===== src/hdl/pfmd_defs.svh =====
/*
  Constants for the paper feed motor drive logic: register offsets, field
  positions, reset values. Assumes inclusion by bare name only.
*/
`ifndef PFMD_DEFS_SVH
`define PFMD_DEFS_SVH

`define PFMD_OFF_LIFT     12'h000
`define PFMD_OFF_FEED     12'h004
`define PFMD_OFF_XPORT    12'h008
`define PFMD_OFF_REGIST   12'h00C
`define PFMD_OFF_STATUS   12'h010

`define PFMD_LIFT_UPPER   0
`define PFMD_LIFT_LOWER   2
`define PFMD_LIFT_BULK    4
`define PFMD_LIFT_FENCE   6
`define PFMD_FEED_ON_N    0
`define PFMD_XPORT_EN_N   0
`define PFMD_XPORT_MODE   1
`define PFMD_XPORT_DIR    2
`define PFMD_REG_PHASE    0
`define PFMD_REG_MODE     4

`define PFMD_RST_LIFT     8'h00
`define PFMD_RST_FEED     1'h1
`define PFMD_RST_XPORT    3'h1
`define PFMD_RST_REGIST   5'h00

`endif


===== src/hdl/pfmd_pkg.sv =====
/*
  Types for the paper feed motor drive logic.
  Assumes pfmd_defs.svh for numeric constants.
*/
package pfmd_pkg;

  // Two leg levels plus one shared enable toward one DC motor driver leg pair
  typedef struct packed {
    logic out_a;
    logic out_b;
    logic oe;
  } pfmd_dc_drive_type;

  typedef struct packed {
    logic phase_a;
    logic phase_b;
    logic phase_a_bar;
    logic phase_b_bar;
  } pfmd_step_phase_type;

  typedef enum logic [3:0] {
    PFMD_PH_0 = 4'b0001,
    PFMD_PH_1 = 4'b0010,
    PFMD_PH_2 = 4'b0100,
    PFMD_PH_3 = 4'b1000
  } pfmd_phase_state_type;

endpackage : pfmd_pkg


===== src/hdl/pfmd_top.sv =====
/*
  Paper feed motor drive logic: DC lift/fence command decode, feed motor
  gating, transport and registration stepping phase outputs, APB slave.
  Assumes MCLK domain inputs; reference clocks are sampled levels.
*/
// What this block does
// - Drawer lift command both low floats both outputs, motor off.
// - Drawer lift: LH forward low/high, HL reverse high/low, HH brake low/low.
// - Bulk lift or fence command both low floats both outputs.
// - Bulk/fence: LH reverse low/high, HL forward high/low, HH brake low/low.
// - Feed motor runs only while its active-low on control is low.
// - Enabled feed motor speed follows reference clock frequency.
// - Transport four phase outputs derive from the step reference clock.
// - Transport phases emitted only while active-low enable low; else stopped.
// - Transport mode low ramps, high constant speed.
// - Registration four phase signals become four winding pulse outputs.
// - Registration speed from phase timing; mode low ramping, high constant.
`include "pfmd_defs.svh"
`timescale 1ns/100ps

module pfmd_top (
  input  wire logic        MCLK,
  input  wire logic        RST_N,
  input  wire logic        PSEL,
  input  wire logic        PENABLE,
  input  wire logic        PWRITE,
  input  wire logic [11:0] PADDR,
  input  wire logic [31:0] PWDATA,
  output logic             PREADY,
  output logic             PSLVERR,
  output logic      [31:0] PRDATA,
  input  wire logic        FEED_SPEED_REF_CLK,
  input  wire logic        TRANSPORT_STEP_REF_CLK,
  output logic      [1:0]  UPPER_LIFT_DRIVE_OUT,
  output logic      [1:0]  UPPER_LIFT_DRIVE_OE,
  output logic      [1:0]  LOWER_LIFT_DRIVE_OUT,
  output logic      [1:0]  LOWER_LIFT_DRIVE_OE,
  output logic      [1:0]  BULK_LIFT_DRIVE_OUT,
  output logic      [1:0]  BULK_LIFT_DRIVE_OE,
  output logic      [1:0]  FENCE_MOTOR_DRIVE_OUT,
  output logic      [1:0]  FENCE_MOTOR_DRIVE_OE,
  output logic             FEED_MOTOR_DRIVE,
  output logic             TRANSPORT_PHASE_A,
  output logic             TRANSPORT_PHASE_B,
  output logic             TRANSPORT_PHASE_A_BAR,
  output logic             TRANSPORT_PHASE_B_BAR,
  output logic             TRANSPORT_CONST_SPEED,
  output logic      [3:0]  REGIST_PULSE_OUT,
  output logic             REGIST_CONST_SPEED
);

  // ==========================================================
  // Decode helpers
  // ==========================================================
  // Drawer lift: {a,b}=01 forward out 01, 10 reverse out 10, 11 brake 00
  function automatic pfmd_pkg::pfmd_dc_drive_type pfmd_decode(input logic [1:0] cmd);
    pfmd_pkg::pfmd_dc_drive_type d;
    d.oe    = cmd[1] | cmd[0];
    d.out_a = cmd[1] & ~cmd[0];
    d.out_b = cmd[0] & ~cmd[1];
    return d;
  endfunction : pfmd_decode

  // ==========================================================
  // Registers
  // ==========================================================
  logic [7:0]  lift_cmd_reg;
  logic        feed_motor_on_n_reg;
  logic [2:0]  xport_ctl_reg;
  logic [4:0]  regist_ctl_reg;
  logic [31:0] prdata_reg;
  logic        step_ref_d_reg;
  logic        feed_out_reg;
  pfmd_pkg::pfmd_phase_state_type xport_state_reg;
  pfmd_pkg::pfmd_phase_state_type xport_state_next;

  wire         apb_setup  = PSEL & ~PENABLE;
  wire         apb_access = PSEL & PENABLE;
  wire         apb_wr     = apb_access & PWRITE;
  wire         apb_rd     = PSEL & ~PENABLE & ~PWRITE;
  wire         sel_lift   = (PADDR == `PFMD_OFF_LIFT);
  wire         sel_feed   = (PADDR == `PFMD_OFF_FEED);
  wire         sel_xport  = (PADDR == `PFMD_OFF_XPORT);
  wire         sel_regist = (PADDR == `PFMD_OFF_REGIST);
  wire         sel_status = (PADDR == `PFMD_OFF_STATUS);
  wire         addr_hit   = sel_lift | sel_feed | sel_xport | sel_regist | sel_status;

  wire         xport_en   = ~xport_ctl_reg[`PFMD_XPORT_EN_N];
  wire         step_rise  = TRANSPORT_STEP_REF_CLK & ~step_ref_d_reg;
  wire  [3:0]  xport_bits = xport_state_reg;

  wire  [31:0] status_word = {23'h000000, feed_out_reg, xport_bits, xport_en,
                              2'h0, ~feed_motor_on_n_reg};
  wire  [31:0] rd_mux =
      sel_lift   ? {24'h000000, lift_cmd_reg} :
      sel_feed   ? {31'h00000000, feed_motor_on_n_reg} :
      sel_xport  ? {29'h00000000, xport_ctl_reg} :
      sel_regist ? {27'h0000000, regist_ctl_reg} :
      sel_status ? status_word : 32'h00000000;

  // One wait-free slave: ready in access phase, error on unmapped address
  assign PREADY  = apb_access;
  assign PSLVERR = apb_access & ~addr_hit;
  assign PRDATA  = prdata_reg;

  // ==========================================================
  // Register file
  // ==========================================================
  always_ff @(posedge MCLK or negedge RST_N) begin
    if (!RST_N) begin
      lift_cmd_reg        <= `PFMD_RST_LIFT;
      feed_motor_on_n_reg <= `PFMD_RST_FEED;
      xport_ctl_reg       <= `PFMD_RST_XPORT;
      regist_ctl_reg      <= `PFMD_RST_REGIST;
      prdata_reg          <= 32'h00000000;
    end else begin
      if (apb_wr && sel_lift)   lift_cmd_reg        <= PWDATA[7:0];
      if (apb_wr && sel_feed)   feed_motor_on_n_reg <= PWDATA[`PFMD_FEED_ON_N];
      if (apb_wr && sel_xport)  xport_ctl_reg       <= PWDATA[2:0];
      if (apb_wr && sel_regist) regist_ctl_reg      <= PWDATA[4:0];
      if (apb_rd)               prdata_reg          <= rd_mux;
      if (apb_setup && PWRITE)  prdata_reg          <= 32'h00000000;
    end
  end

  // ==========================================================
  // DC motor decode
  // ==========================================================
  pfmd_pkg::pfmd_dc_drive_type upper_d, lower_d, bulk_d, fence_d;
  assign upper_d = pfmd_decode(lift_cmd_reg[`PFMD_LIFT_UPPER+:2]);
  assign lower_d = pfmd_decode(lift_cmd_reg[`PFMD_LIFT_LOWER+:2]);
  assign bulk_d  = pfmd_decode(lift_cmd_reg[`PFMD_LIFT_BULK+:2]);
  assign fence_d = pfmd_decode(lift_cmd_reg[`PFMD_LIFT_FENCE+:2]);

  // Direction naming differs per motor family; electrical levels match
  assign UPPER_LIFT_DRIVE_OUT  = {upper_d.out_a, upper_d.out_b};
  assign UPPER_LIFT_DRIVE_OE   = {2{upper_d.oe}};
  assign LOWER_LIFT_DRIVE_OUT  = {lower_d.out_a, lower_d.out_b};
  assign LOWER_LIFT_DRIVE_OE   = {2{lower_d.oe}};
  assign BULK_LIFT_DRIVE_OUT   = {bulk_d.out_a, bulk_d.out_b};
  assign BULK_LIFT_DRIVE_OE    = {2{bulk_d.oe}};
  assign FENCE_MOTOR_DRIVE_OUT = {fence_d.out_a, fence_d.out_b};
  assign FENCE_MOTOR_DRIVE_OE  = {2{fence_d.oe}};

  // ==========================================================
  // Feed motor
  // ==========================================================
  // Drive follows the reference clock level, so speed tracks its frequency
  always_ff @(posedge MCLK or negedge RST_N) begin
    if (!RST_N) feed_out_reg <= 1'b0;
    else        feed_out_reg <= ~feed_motor_on_n_reg & FEED_SPEED_REF_CLK;
  end
  assign FEED_MOTOR_DRIVE = feed_out_reg;

  // ==========================================================
  // Transport stepper
  // ==========================================================
  always_comb begin
    xport_state_next = xport_state_reg;
    if (xport_en && step_rise) begin
      case (xport_state_reg)
        pfmd_pkg::PFMD_PH_0: xport_state_next = pfmd_pkg::PFMD_PH_1;
        pfmd_pkg::PFMD_PH_1: xport_state_next = pfmd_pkg::PFMD_PH_2;
        pfmd_pkg::PFMD_PH_2: xport_state_next = pfmd_pkg::PFMD_PH_3;
        pfmd_pkg::PFMD_PH_3: xport_state_next = pfmd_pkg::PFMD_PH_0;
        default:             xport_state_next = pfmd_pkg::PFMD_PH_0;
      endcase
    end
  end

  always_ff @(posedge MCLK or negedge RST_N) begin
    if (!RST_N) begin
      step_ref_d_reg  <= 1'b0;
      xport_state_reg <= pfmd_pkg::PFMD_PH_0;
    end else begin
      step_ref_d_reg  <= TRANSPORT_STEP_REF_CLK;
      xport_state_reg <= xport_state_next;
    end
  end

  // Two-phase-on pattern from the one-hot step index, all low when disabled
  pfmd_pkg::pfmd_step_phase_type xport_ph;
  assign xport_ph.phase_a     = xport_en & (xport_bits[0] | xport_bits[1]);
  assign xport_ph.phase_b     = xport_en & (xport_bits[1] | xport_bits[2]);
  assign xport_ph.phase_a_bar = xport_en & (xport_bits[2] | xport_bits[3]);
  assign xport_ph.phase_b_bar = xport_en & (xport_bits[3] | xport_bits[0]);
  assign TRANSPORT_PHASE_A     = xport_ph.phase_a;
  assign TRANSPORT_PHASE_B     = xport_ph.phase_b;
  assign TRANSPORT_PHASE_A_BAR = xport_ph.phase_a_bar;
  assign TRANSPORT_PHASE_B_BAR = xport_ph.phase_b_bar;
  assign TRANSPORT_CONST_SPEED = xport_en & xport_ctl_reg[`PFMD_XPORT_MODE];

  // ==========================================================
  // Registration stepper
  // ==========================================================
  // Software writes each phase step; its write timing sets the speed
  assign REGIST_PULSE_OUT   = regist_ctl_reg[`PFMD_REG_PHASE+:4];
  assign REGIST_CONST_SPEED = regist_ctl_reg[`PFMD_REG_MODE];

  // ==========================================================
  // Checks
  // ==========================================================
  // Drawer lifts: command {a,b} per pair, one check per code
  a_upper_off_float: assert property (@(posedge MCLK) disable iff (!RST_N)
    lift_cmd_reg[1:0] == 2'h0 |-> UPPER_LIFT_DRIVE_OE == 2'h0)
    else $error("upper lift not floated");

  a_lower_off_float: assert property (@(posedge MCLK) disable iff (!RST_N)
    lift_cmd_reg[3:2] == 2'h0 |-> LOWER_LIFT_DRIVE_OE == 2'h0)
    else $error("lower lift not floated");

  a_upper_fwd_lh: assert property (@(posedge MCLK) disable iff (!RST_N)
    lift_cmd_reg[1:0] == 2'h1 |-> UPPER_LIFT_DRIVE_OUT == 2'h1 && UPPER_LIFT_DRIVE_OE == 2'h3)
    else $error("upper lift forward wrong");

  a_upper_rev_hl: assert property (@(posedge MCLK) disable iff (!RST_N)
    lift_cmd_reg[1:0] == 2'h2 |-> UPPER_LIFT_DRIVE_OUT == 2'h2 && UPPER_LIFT_DRIVE_OE == 2'h3)
    else $error("upper lift reverse wrong");

  a_upper_brake: assert property (@(posedge MCLK) disable iff (!RST_N)
    lift_cmd_reg[1:0] == 2'h3 |-> UPPER_LIFT_DRIVE_OUT == 2'h0 && UPPER_LIFT_DRIVE_OE == 2'h3)
    else $error("upper lift brake wrong");

  a_lower_fwd_lh: assert property (@(posedge MCLK) disable iff (!RST_N)
    lift_cmd_reg[3:2] == 2'h1 |-> LOWER_LIFT_DRIVE_OUT == 2'h1 && LOWER_LIFT_DRIVE_OE == 2'h3)
    else $error("lower lift forward wrong");

  a_lower_rev_hl: assert property (@(posedge MCLK) disable iff (!RST_N)
    lift_cmd_reg[3:2] == 2'h2 |-> LOWER_LIFT_DRIVE_OUT == 2'h2 && LOWER_LIFT_DRIVE_OE == 2'h3)
    else $error("lower lift reverse wrong");

  a_lower_brake: assert property (@(posedge MCLK) disable iff (!RST_N)
    lift_cmd_reg[3:2] == 2'h3 |-> LOWER_LIFT_DRIVE_OUT == 2'h0 && LOWER_LIFT_DRIVE_OE == 2'h3)
    else $error("lower lift brake wrong");

  // Bulk lift and fence: same levels, opposite direction naming
  a_bulk_off_float: assert property (@(posedge MCLK) disable iff (!RST_N)
    lift_cmd_reg[5:4] == 2'h0 |-> BULK_LIFT_DRIVE_OE == 2'h0)
    else $error("bulk lift not floated");

  a_fence_off_float: assert property (@(posedge MCLK) disable iff (!RST_N)
    lift_cmd_reg[7:6] == 2'h0 |-> FENCE_MOTOR_DRIVE_OE == 2'h0)
    else $error("fence not floated");

  a_bulk_rev_lh: assert property (@(posedge MCLK) disable iff (!RST_N)
    lift_cmd_reg[5:4] == 2'h1 |-> BULK_LIFT_DRIVE_OUT == 2'h1 && BULK_LIFT_DRIVE_OE == 2'h3)
    else $error("bulk lift reverse wrong");

  a_bulk_fwd_hl: assert property (@(posedge MCLK) disable iff (!RST_N)
    lift_cmd_reg[5:4] == 2'h2 |-> BULK_LIFT_DRIVE_OUT == 2'h2 && BULK_LIFT_DRIVE_OE == 2'h3)
    else $error("bulk lift forward wrong");

  a_bulk_brake: assert property (@(posedge MCLK) disable iff (!RST_N)
    lift_cmd_reg[5:4] == 2'h3 |-> BULK_LIFT_DRIVE_OUT == 2'h0 && BULK_LIFT_DRIVE_OE == 2'h3)
    else $error("bulk lift brake wrong");

  a_fence_rev_lh: assert property (@(posedge MCLK) disable iff (!RST_N)
    lift_cmd_reg[7:6] == 2'h1 |-> FENCE_MOTOR_DRIVE_OUT == 2'h1 && FENCE_MOTOR_DRIVE_OE == 2'h3)
    else $error("fence reverse wrong");

  a_fence_fwd_hl: assert property (@(posedge MCLK) disable iff (!RST_N)
    lift_cmd_reg[7:6] == 2'h2 |-> FENCE_MOTOR_DRIVE_OUT == 2'h2 && FENCE_MOTOR_DRIVE_OE == 2'h3)
    else $error("fence forward wrong");

  a_fence_brake: assert property (@(posedge MCLK) disable iff (!RST_N)
    lift_cmd_reg[7:6] == 2'h3 |-> FENCE_MOTOR_DRIVE_OUT == 2'h0 && FENCE_MOTOR_DRIVE_OE == 2'h3)
    else $error("fence brake wrong");

  // Feed drive is registered, so it answers the previous cycle's inputs
  a_feed_off_stop: assert property (@(posedge MCLK) disable iff (!RST_N)
    $past(feed_motor_on_n_reg) |-> !FEED_MOTOR_DRIVE)
    else $error("feed motor driven while off");

  a_feed_tracks_ref: assert property (@(posedge MCLK) disable iff (!RST_N)
    !$past(feed_motor_on_n_reg) |-> FEED_MOTOR_DRIVE == $past(FEED_SPEED_REF_CLK))
    else $error("feed drive not tracking reference");

  // Transport: one step per detected reference edge, frozen otherwise
  a_xport_step_adv: assert property (@(posedge MCLK) disable iff (!RST_N)
    xport_en && step_rise |=>
      xport_bits == {$past(xport_bits[2:0]), $past(xport_bits[3])})
    else $error("transport phase not advanced");

  a_xport_hold_idle: assert property (@(posedge MCLK) disable iff (!RST_N)
    !step_rise |=> $stable(xport_bits))
    else $error("transport stepped without reference edge");

  a_xport_disabled: assert property (@(posedge MCLK) disable iff (!RST_N)
    !xport_en |-> {TRANSPORT_PHASE_A, TRANSPORT_PHASE_B, TRANSPORT_PHASE_A_BAR,
                   TRANSPORT_PHASE_B_BAR} == 4'h0)
    else $error("transport phases driven while disabled");

  a_xport_frozen: assert property (@(posedge MCLK) disable iff (!RST_N)
    !xport_en |=> $stable(xport_bits))
    else $error("transport moving while disabled");

  a_xport_const_off: assert property (@(posedge MCLK) disable iff (!RST_N)
    !xport_en |-> !TRANSPORT_CONST_SPEED)
    else $error("transport mode driven while disabled");

  a_xport_mode_sel: assert property (@(posedge MCLK) disable iff (!RST_N)
    xport_en |-> TRANSPORT_CONST_SPEED == xport_ctl_reg[`PFMD_XPORT_MODE])
    else $error("transport mode wrong");

  a_regist_phase_out: assert property (@(posedge MCLK) disable iff (!RST_N)
    apb_wr && sel_regist |=> REGIST_PULSE_OUT == $past(PWDATA[3:0]))
    else $error("registration phase not driven");

  a_regist_mode_out: assert property (@(posedge MCLK) disable iff (!RST_N)
    apb_wr && sel_regist |=> REGIST_CONST_SPEED == $past(PWDATA[4]))
    else $error("registration mode not driven");

endmodule : pfmd_top


===== config.mk =====
export PLATFORM = sky130hd
export DESIGN_NAME = pfmd_top
export DESIGN_NICKNAME = d
export VERILOG_FILES = /design/src/hdl/pfmd_pkg.sv /design/src/hdl/pfmd_top.sv
export VERILOG_INCLUDE_DIRS = /design/src /design/src/hdl
export SDC_FILE = /design/constraint.sdc
export NUM_CORES = 1
export LEC_CHECK = 0
export ABC_AREA = 1
export BUFFER_PORTS_ARGS = -buffer_cell sky130_fd_sc_hd__buf_2
export CORE_MARGIN = 1
export CORE_UTILIZATION = 30
export DETAILED_ROUTE_END_ITERATION = 8
export PLACE_DENSITY = 0.59
export SYNTH_ARGS = -nofsm -noshare
export SYNTH_HDL_FRONTEND = slang
export SYNTH_SLANG_ARGS = --single-unit

===== constraint.sdc =====
create_clock -name MCLK -period 1.54 [get_ports MCLK]
set_clock_uncertainty 0.05 [all_clocks]
set_input_delay 0.308 -clock MCLK [delete_from_list [all_inputs] [get_ports MCLK]]
set_output_delay 0.308 -clock MCLK [all_outputs]
set_load 0.01 [all_outputs]

==> out/metrics.cfg, run 1 <==
[status]
status=finished clean

[power]
switching_share_pct=27.70
total_leakage_power_nw=1.324
powerDensity_nw_per_um2=788.8
switchingPower_w=0.0005175
irDropWorstVdd_uv=382.7
seqPwrFrac_pct=48.1
pwr-share-clk_pct=34.7
intPower_w=0.001351
combPwrFrac_pct=17.2

[synth]
synth_cells=238
synth.largest_area_cell=dfrtp_1
mappedNetlistArea_um2=1867
yosysSeqAreaShare_pct=43.10
synth_top_area_share_pct=38.87
synth_area_per_cell_um2=7.844
ys_types=28
ys_top_cells_by_count=55 x nand2_1, 29 x dfrtp_1, 28 x buf_4
ys_seq_elements=32
yosys-top-cells-area=dfrtp_1 39%, buf_4 11%, nand2_1 11%, inv_1 5.4%, nor2_1 5.0%
yosys_warnings=0
ys_async_sr_fraction_pct=100.0
synth_edf_count=0
synth.most_common_cell=nand2_1
yosys_most_used_dff=dfrtp_1

[route]
via_count=1664
wl_um=4164
wl_per_cell_um=10.70
vias_per_cell=4.278
first_iter_violations=62
drc=0
drtAntennaViolNets=0
dr.pass1.iters=4

[floorplanning]
die_h_um=80.89
start_util_pct=31.34
ios=112
die_area_um2=6542
die_w_um=80.89
core_area_um2=5956
rows=28

[sta]
drv_slew=0
rsz0062_at_grt=true
fmax_mhz=672.9
min_period_ns=1.486
period_share_pct=96.51
finalHoldViolCount=0
timing.hold.ws_ns=0.1107
finalSetupViolCount=0
fin_ws_ns=0.05380

[setup_path]
max_stage_delay_ns=0.56
cp_max_fo=5
crit_path_start_kind=flop
crit_family=flip-flops
crit_type=flop to primary output
crit_path_cell_trace=inv_4 -> a21oi_2 -> buf_2
arrival_ns=1.13
cp_slowest_cell=dfstp_2
cp-end-kind=primary output
crit_required_ns=1.18
critPathBufInv=2

[placement]
hpwlAfterDp_um=3355
gp_congestion=0.8084
port-buffer-count=64
dp_slack_ns=-0.009184

[clocking]
clock_latency_ns=0.28
h-tree-depth=2
cts-buffers-inserted=5
cts.sinks=32
clk_pin_slew_worst_paths_ns=0.06
cts_tree=built
clk_path_buf_depth=2
clockRootBuffer=clkbuf_8

[final_layout]
area_delta_synth_final_pct=26.88
final_core_utilization_pct=39.77
diodes=0
nNetsFinal=364
largest_reg_flops=9
drive_gt1_share_pct=34.08

[global_route]
antenna_found_initial=0
overflow=0
grt_max_degree=20
track_usage_pct=13.79
grt_pass1_vias=1524
grt_pass1_wl_um=6872

[min_path]
hp-class=input port to flop

[job]
maxCapViolations=0

[layout by cell type (no fill, tap or decap), drive strengths merged]
master / netlist / final
a21oi: 10 / 10
a41oi: 1 / 1
buf: 29 / 75
clkbuf: 1 / 6
clkinv: 1 / 3
conb: 1 / 23
dfrtp: 29 / 29
dfstp: 3 / 3
dlygate4sd3: 0 / 1
inv: 30 / 30
nand2: 57 / 57
nand3: 13 / 13
nand3b: 1 / 1
nand4: 4 / 4
nor2: 27 / 27
nor3: 3 / 3
o211ai: 4 / 4
o21ai: 21 / 21
o22ai: 3 / 3
[kinds of logic (layout without fill, tap and decap cells)]
kind of cell	Yosys count	count (layout)	synth area share [%]
other cells	1	23	0.2009
flops	32	32	43.10
buf+inv	61	115	18.30
simple gates	105	105	26.41
compound gates	39	39	12.00
[stage by stage]
step                      power [W]  setup TNS [ns]  cell area, um2  instances
after floorplan            0.001123               0            1949        260
after global placement     0.001209               0            2238        379
after detailed placement   0.001214        -0.01042            2238        379
after CTS                  0.001874               0            2352        389
after global routing       0.001977        -0.01979            2369        389
final                      0.001868               0            2369        389
[final timing paths]
kind	start	to	cells past startpoint	slack (ns)
worst max-delay path	xport_bits[0]	TRANSPORT_PHASE_A	3	0.05
worst min-delay path	TRANSPORT_STEP_REF_CLK	step_ref_d_reg	1	0.11
worst max register to register	xport_ctl_reg[0]	xport_bits[0]	5	0.32
worst min register to register	PRDATA[7]	PRDATA[7]	2	0.43
max in group asynchronous	RST_N	xport_bits[0]	3	0.53
min in group asynchronous	RST_N	PRDATA[6]	2	0.41
[area by class of cell]
type                            count  area (um2)
Sequential cell                    32       804.5
Tap cell                           75       93.84
Clock buffer                        6       82.58
Multi-Input combinational cell    167       820.8
Timing Repair Buffer               76       437.9
Fill cell                         643        3587
Clock inverter                      2       10.01
Inverter                           31       118.9
[worst register-to-register path, stage by stage, from the launching register on]
cell and delay (ns):
dfstp_2 0.64, nor2_1 0.07, nand2_1 0.16, a41oi_1 0.08
nand3_1 0.09, nand2_1 0.05
[power by group through the flow]
stage	Clock, W	Sequential (W)	Combinational [W]
CTS	0.000666	0.000893	0.000314
floorplan	0	0.000905	0.000218
finish	0.000648	0.000898	0.000322
global placement	0	0.000908	0.000300
detailed placement	0	0.000909	0.000305
global route	0.000700	0.000904	0.000372
[routing by layer]
| layer | track usage, % | wire (um) | vias to the layer above |
|---|---|---|---|
| met2 | 22.35 | 1937 | 60 |
| met3 | 3.708 | 255 | 2 |
| met5 | 0 | 0 | - |
| li1 | - | - | 861 |
| met4 | 4.286 | 31 | 0 |
| met1 | 17.82 | 1939 | 741 |
[what timing repair did]
action                     in CTS  in global routing
setup buffers                   1                  0
hold endpoints to repair       11                  0
setup endpoints to repair       2                  3
resized for setup               1                  6
hold buffers                    1                  0
cloned                          0                  0
pin swaps                       2                  0
(Power assumes the default switching activity.)
==> run 2, diff against run 1 <==
Settings changed: CAP_MARGIN from default to 25, RECOVER_POWER from default to 25.
Clock period 1.54 ns to 1.9 ns, I/O delays scaled along.
==> out/metrics.cfg, run 2 (synthesized netlist as in run 1, its figures left out) <==
[setup_path]
crit_required_ns=1.47
cp-end-kind=primary output
crit_type=input port to primary output
cp_max_fo=6
max_stage_delay_ns=0.17
crit_path_start_kind=input port
arrival_ns=1.24
cp_common_cell=buf_2
crit_family=simple AND/OR/NAND/NOR gates
crit_path_cell_trace=buf_2 -> nor2_1 -> nand2_1 -> nor2_4 -> o21ai_1 -> nand3_1 -> a21oi_1 -> buf_2
cp_slowest_cell=nor2_4
critPathBufInv=2

[final_layout]
final_cell_mix=63 x buf_2, 55 x nand2_1, 29 x dfrtp_1
multi_input_area_um2=803.3
final_common_cell=buf_2
largest_reg_flops=9
drive_gt1_share_pct=30.72
nNetsFinal=356
seq_area_um2=804.5
stdcell_area_um2=2261
diodes=0
final_core_utilization_pct=37.96
finalNonFillerCells=381
area_delta_synth_final_pct=21.11
fillers=625

[clocking]
cts_tree=built
clockRootBuffer=clkbuf_8
clk_pin_slew_worst_paths_ns=0.06
cts-buffers-inserted=5
clock_latency_ns=0.28
h-tree-depth=2
hold_buffers=0
cts.sinks=32
clk_path_buf_depth=2
cts_resized=0
post_cts_buffers=0

[placement]
hpwlAfterDp_um=3161
dp_cells=373
port-buffer-count=64
gp_congestion=0.8104
dpl-instance-area_um2=2168

[floorplanning]
start_util_pct=31.34
die_w_um=80.89
ios=112
rows=28
die_h_um=80.89
core_area_um2=5956
die_area_um2=6542

[power]
powerDensity_nw_per_um2=659.1
total_leakage_power_nw=1.267
irDropWorstVdd_uv=363.3

[sta]
worst_pin_slew_ns=0.7927
slew_headroom_pct=47.15
rsz0062_at_grt=false
finalSetupTns_ns=0
min_period_ns=1.666
period_share_pct=87.67
fmax_mhz=600.3
finalSetupViolCount=0
finalHoldViolCount=0
timing.hold.ws_ns=0.1204
drv_slew=0

[global_route]
grt_pass1_wl_um=6734
antenna_found_initial=0
grt_max_degree=33
overflow=0
track_usage_pct=13.61
grt_pass1_vias=1470

[route]
first_iter_violations=81
wl_um=4090
vias_per_cell=4.339
drc=0
dr.pass1.iters=4
wl_per_cell_um=10.73
drtAntennaViolNets=0
via_count=1653

[min_path]
hp-class=input port to asynchronous set/reset pin

[status]
status=finished clean

[job]
maxCapViolations=0

==> run 2: cell count changes in the layout (fill, tap and decap cells not counted), moves of 2 or more <==
cell / previous run / this run
a21oi_1: 5 / 7
nor2_1: 23 / 25
nor2_2: 3 / 1
buf_4: 9 / 4
buf_12: 2 / 0
a21oi_2: 5 / 3
==> run 2: worst reg2reg max path, stage by stage (launching register included) <==
cell and delay, ns:
dfstp_2 0.63, nor2_1 0.07, nand2_1 0.17, a41oi_1 0.09
nand3_1 0.09, nand2_1 0.05
==> run 2: per-stage QoR <==
step                power (W)  setup slack (ns)
floorplan           0.0009102            0.3376
global placement    0.0009729            0.1421
detailed placement  0.0009745            0.1083
CTS                  0.001514            0.2136
global route         0.001588            0.1213
finish               0.001490            0.2342
==> run 2: area by class of cell <==
cell class              count  area share [%]
inverters                  31           5.147
well taps                  75           4.151
repair buffers             68           15.50
clock buffers               6           3.652
clock inverters             2          0.4427
multi-input cells         167           35.53
flip-flops and latches     32           35.58
==> run 2: worst paths after layout <==
kind | start | endpoint | cells past startpoint | slack (ns)
max in group asynchronous | RST_N | lift_cmd_reg[4] | 1 | 1.17
setup reg to reg | xport_ctl_reg[0] | xport_bits[0] | 5 | 0.68
hold reg to reg | PRDATA[7] | PRDATA[7] | 2 | 0.42
min in group MCLK | TRANSPORT_STEP_REF_CLK | step_ref_d_reg | 1 | 0.18
hold / removal | RST_N | lift_cmd_reg[7] | 1 | 0.12
setup / recovery | PADDR[7] | PSLVERR | 8 | 0.23
==> run 2: layer usage <==
metal | global-route usage (%) | vias up | wire [um]
met1 | 17.86 | 725 | 1878
met5 | 0 | - | 0
met4 | 3.750 | 0 | 42
met2 | 21.60 | 76 | 1826
li1 | - | 848 | -
met3 | 4.157 | 4 | 344
==> run 2: power breakdown <==
| group | leakage [nW] | switching, W | internal, W |
|---|---|---|---|
| combinational | 0.802 | 0.000154 | 0.0000802 |
| sequential | 0.414 | 0.0000141 | 0.000710 |
| clock | 0.0510 | 0.000243 | 0.000289 |
==> run 3, diff against run 2 <==
Settings changed: CTS_CLUSTER_SIZE from default to 40, REMOVE_ABC_BUFFERS from default to 1.
==> out/metrics.cfg, run 3 (synthesized netlist as in run 1, its figures left out) <==
[sta]
worst_pin_slew_ns=0.6930
finalHoldViolCount=0
min_period_ns=1.721
finalSetupViolCount=0
drv_slew=0
period_share_pct=90.56
rsz0062_at_grt=false
timing.hold.ws_ns=0.08607
finalSetupTns_ns=0
fin_ws_ns=0.1794
fmax_mhz=581.2
slew_headroom_pct=53.80

[clocking]
cts_resized=0
clk_path_buf_depth=2
cts_tree=built
clockRootBuffer=clkbuf_8
post_cts_buffers=0
clk_pin_slew_worst_paths_ns=0.07
clock_latency_ns=0.29
hold_buffers=0
cts-buffers-inserted=5
cts.sinks=32
h-tree-depth=2

[global_route]
grt_max_degree=33
grt_pass1_vias=1568
track_usage_pct=14.53
antenna_found_initial=0
grt_pass1_wl_um=7251
overflow=0

[floorplanning]
ios=112
die_h_um=80.89
die_w_um=80.89
die_area_um2=6542
start_util_pct=31.34
rows=28
core_area_um2=5956

[placement]
dp_slack_ns=0.06738
hpwlAfterDp_um=3260
port-buffer-count=64
dp_cells=373
gp_congestion=0.8142

[final_layout]
diodes=0
area_delta_synth_final_pct=22.86
final_common_cell=buf_2
finalNonFillerCells=381
final_cell_mix=63 x buf_2, 55 x nand2_1, 29 x dfrtp_1
drive_gt1_share_pct=30.39
largest_reg_flops=9
nNetsFinal=356
fillers=658

[setup_path]
cp_max_fo=8
r2r_start=xport_ctl_reg[0]
worst_r2r_path_depth=4
r2r_setup_slack_ns=0.69
arrival_ns=1.29
cp-end-kind=primary output
reg2reg_to=xport_bits[2]
max_stage_delay_ns=0.20
critPathBufInv=2
cp_common_cell=buf_2
crit_family=simple AND/OR/NAND/NOR gates
crit_type=input port to primary output
crit_path_cell_trace=buf_2 -> nor2_1 -> nand2_1 -> nor2_4 -> o21ai_1 -> nand3_1 -> a21oi_1 -> buf_2
crit_path_start_kind=input port
cp_slowest_cell=nor2_4
crit_required_ns=1.47

[power]
seqPwrFrac_pct=43.1
total_leakage_power_nw=1.278
switching_share_pct=25.46
intPower_w=0.001252
powerDensity_nw_per_um2=732.5
combPwrFrac_pct=14.2
pwr-share-clk_pct=42.7
total_power_w=0.001680
irDropWorstVdd_uv=352.7
switchingPower_w=0.0004278

[job]
maxCapViolations=0

[min_path]
hp-class=input port to asynchronous set/reset pin

[route]
wl_um=4230
dr.pass1.iters=4
via_count=1652
drc=0
wl_per_cell_um=11.10
drtAntennaViolNets=0
vias_per_cell=4.336
first_iter_violations=153

[status]
status=finished clean

## run 3: changes by cell type in the layout (fill, tap and decap cells not counted), sizes merged
| cell | previous run | this run |
|---|---|---|
| bufinv | 0 | 1 |
| clkbuf | 7 | 8 |
| clkinv | 3 | 1 |
## run 3: worst max path at each step
stage	slack (ns)	from	to	cells after the start
floorplan	0.32	PADDR[11]	lift_cmd_reg[5]	6
global placement	0.13	PADDR[1]	lift_cmd_reg[5]	7
detailed placement	0.07	PADDR[0]	lift_cmd_reg[5]	7
CTS	0.17	PADDR[7]	PSLVERR	8
global route	0.07	PADDR[7]	PSLVERR	8
finish	0.18	PADDR[7]	PSLVERR	8
## run 3: routing by layer
layer  vias up  share of wire, %  track usage [%]
met4         0               1.7            6.250
met1       734                47            19.45
met2        64                44            21.76
met5         -                 0                0
met3         6               6.8            4.157
li1        848                 -                -
## run 3: power by group through the flow
stage | logic, W | clock network [W] | registers, W
global placement | 0.000239 | 0 | 0.000736
floorplan | 0.000141 | 0 | 0.000734
detailed placement | 0.000242 | 0 | 0.000736
global route | 0.000278 | 0.000764 | 0.000726
CTS | 0.000242 | 0.000736 | 0.000723
finish | 0.000239 | 0.000718 | 0.000724
## run 3: per-stage QoR
step	instance area, um2	util (%)
final	2293	38.51
after floorplan	1724	-
after global routing	2293	38.51
after CTS	2295	38.53
after global placement	2168	36.41
after detailed placement	2168	36.41
## run 3: cell type report
cell class / instances / area [um2] / share of cell area, %
Clock buffer: 7 / 96.34 / 4.201
Multi-Input combinational cell: 167 / 803.3 / 35.02
Clock inverter: 1 / 30.03 / 1.309
Sequential cell: 32 / 804.5 / 35.08
Timing Repair Buffer: 68 / 349.1 / 15.22
Tap cell: 75 / 93.84 / 4.092
Inverter: 31 / 116.4 / 5.074
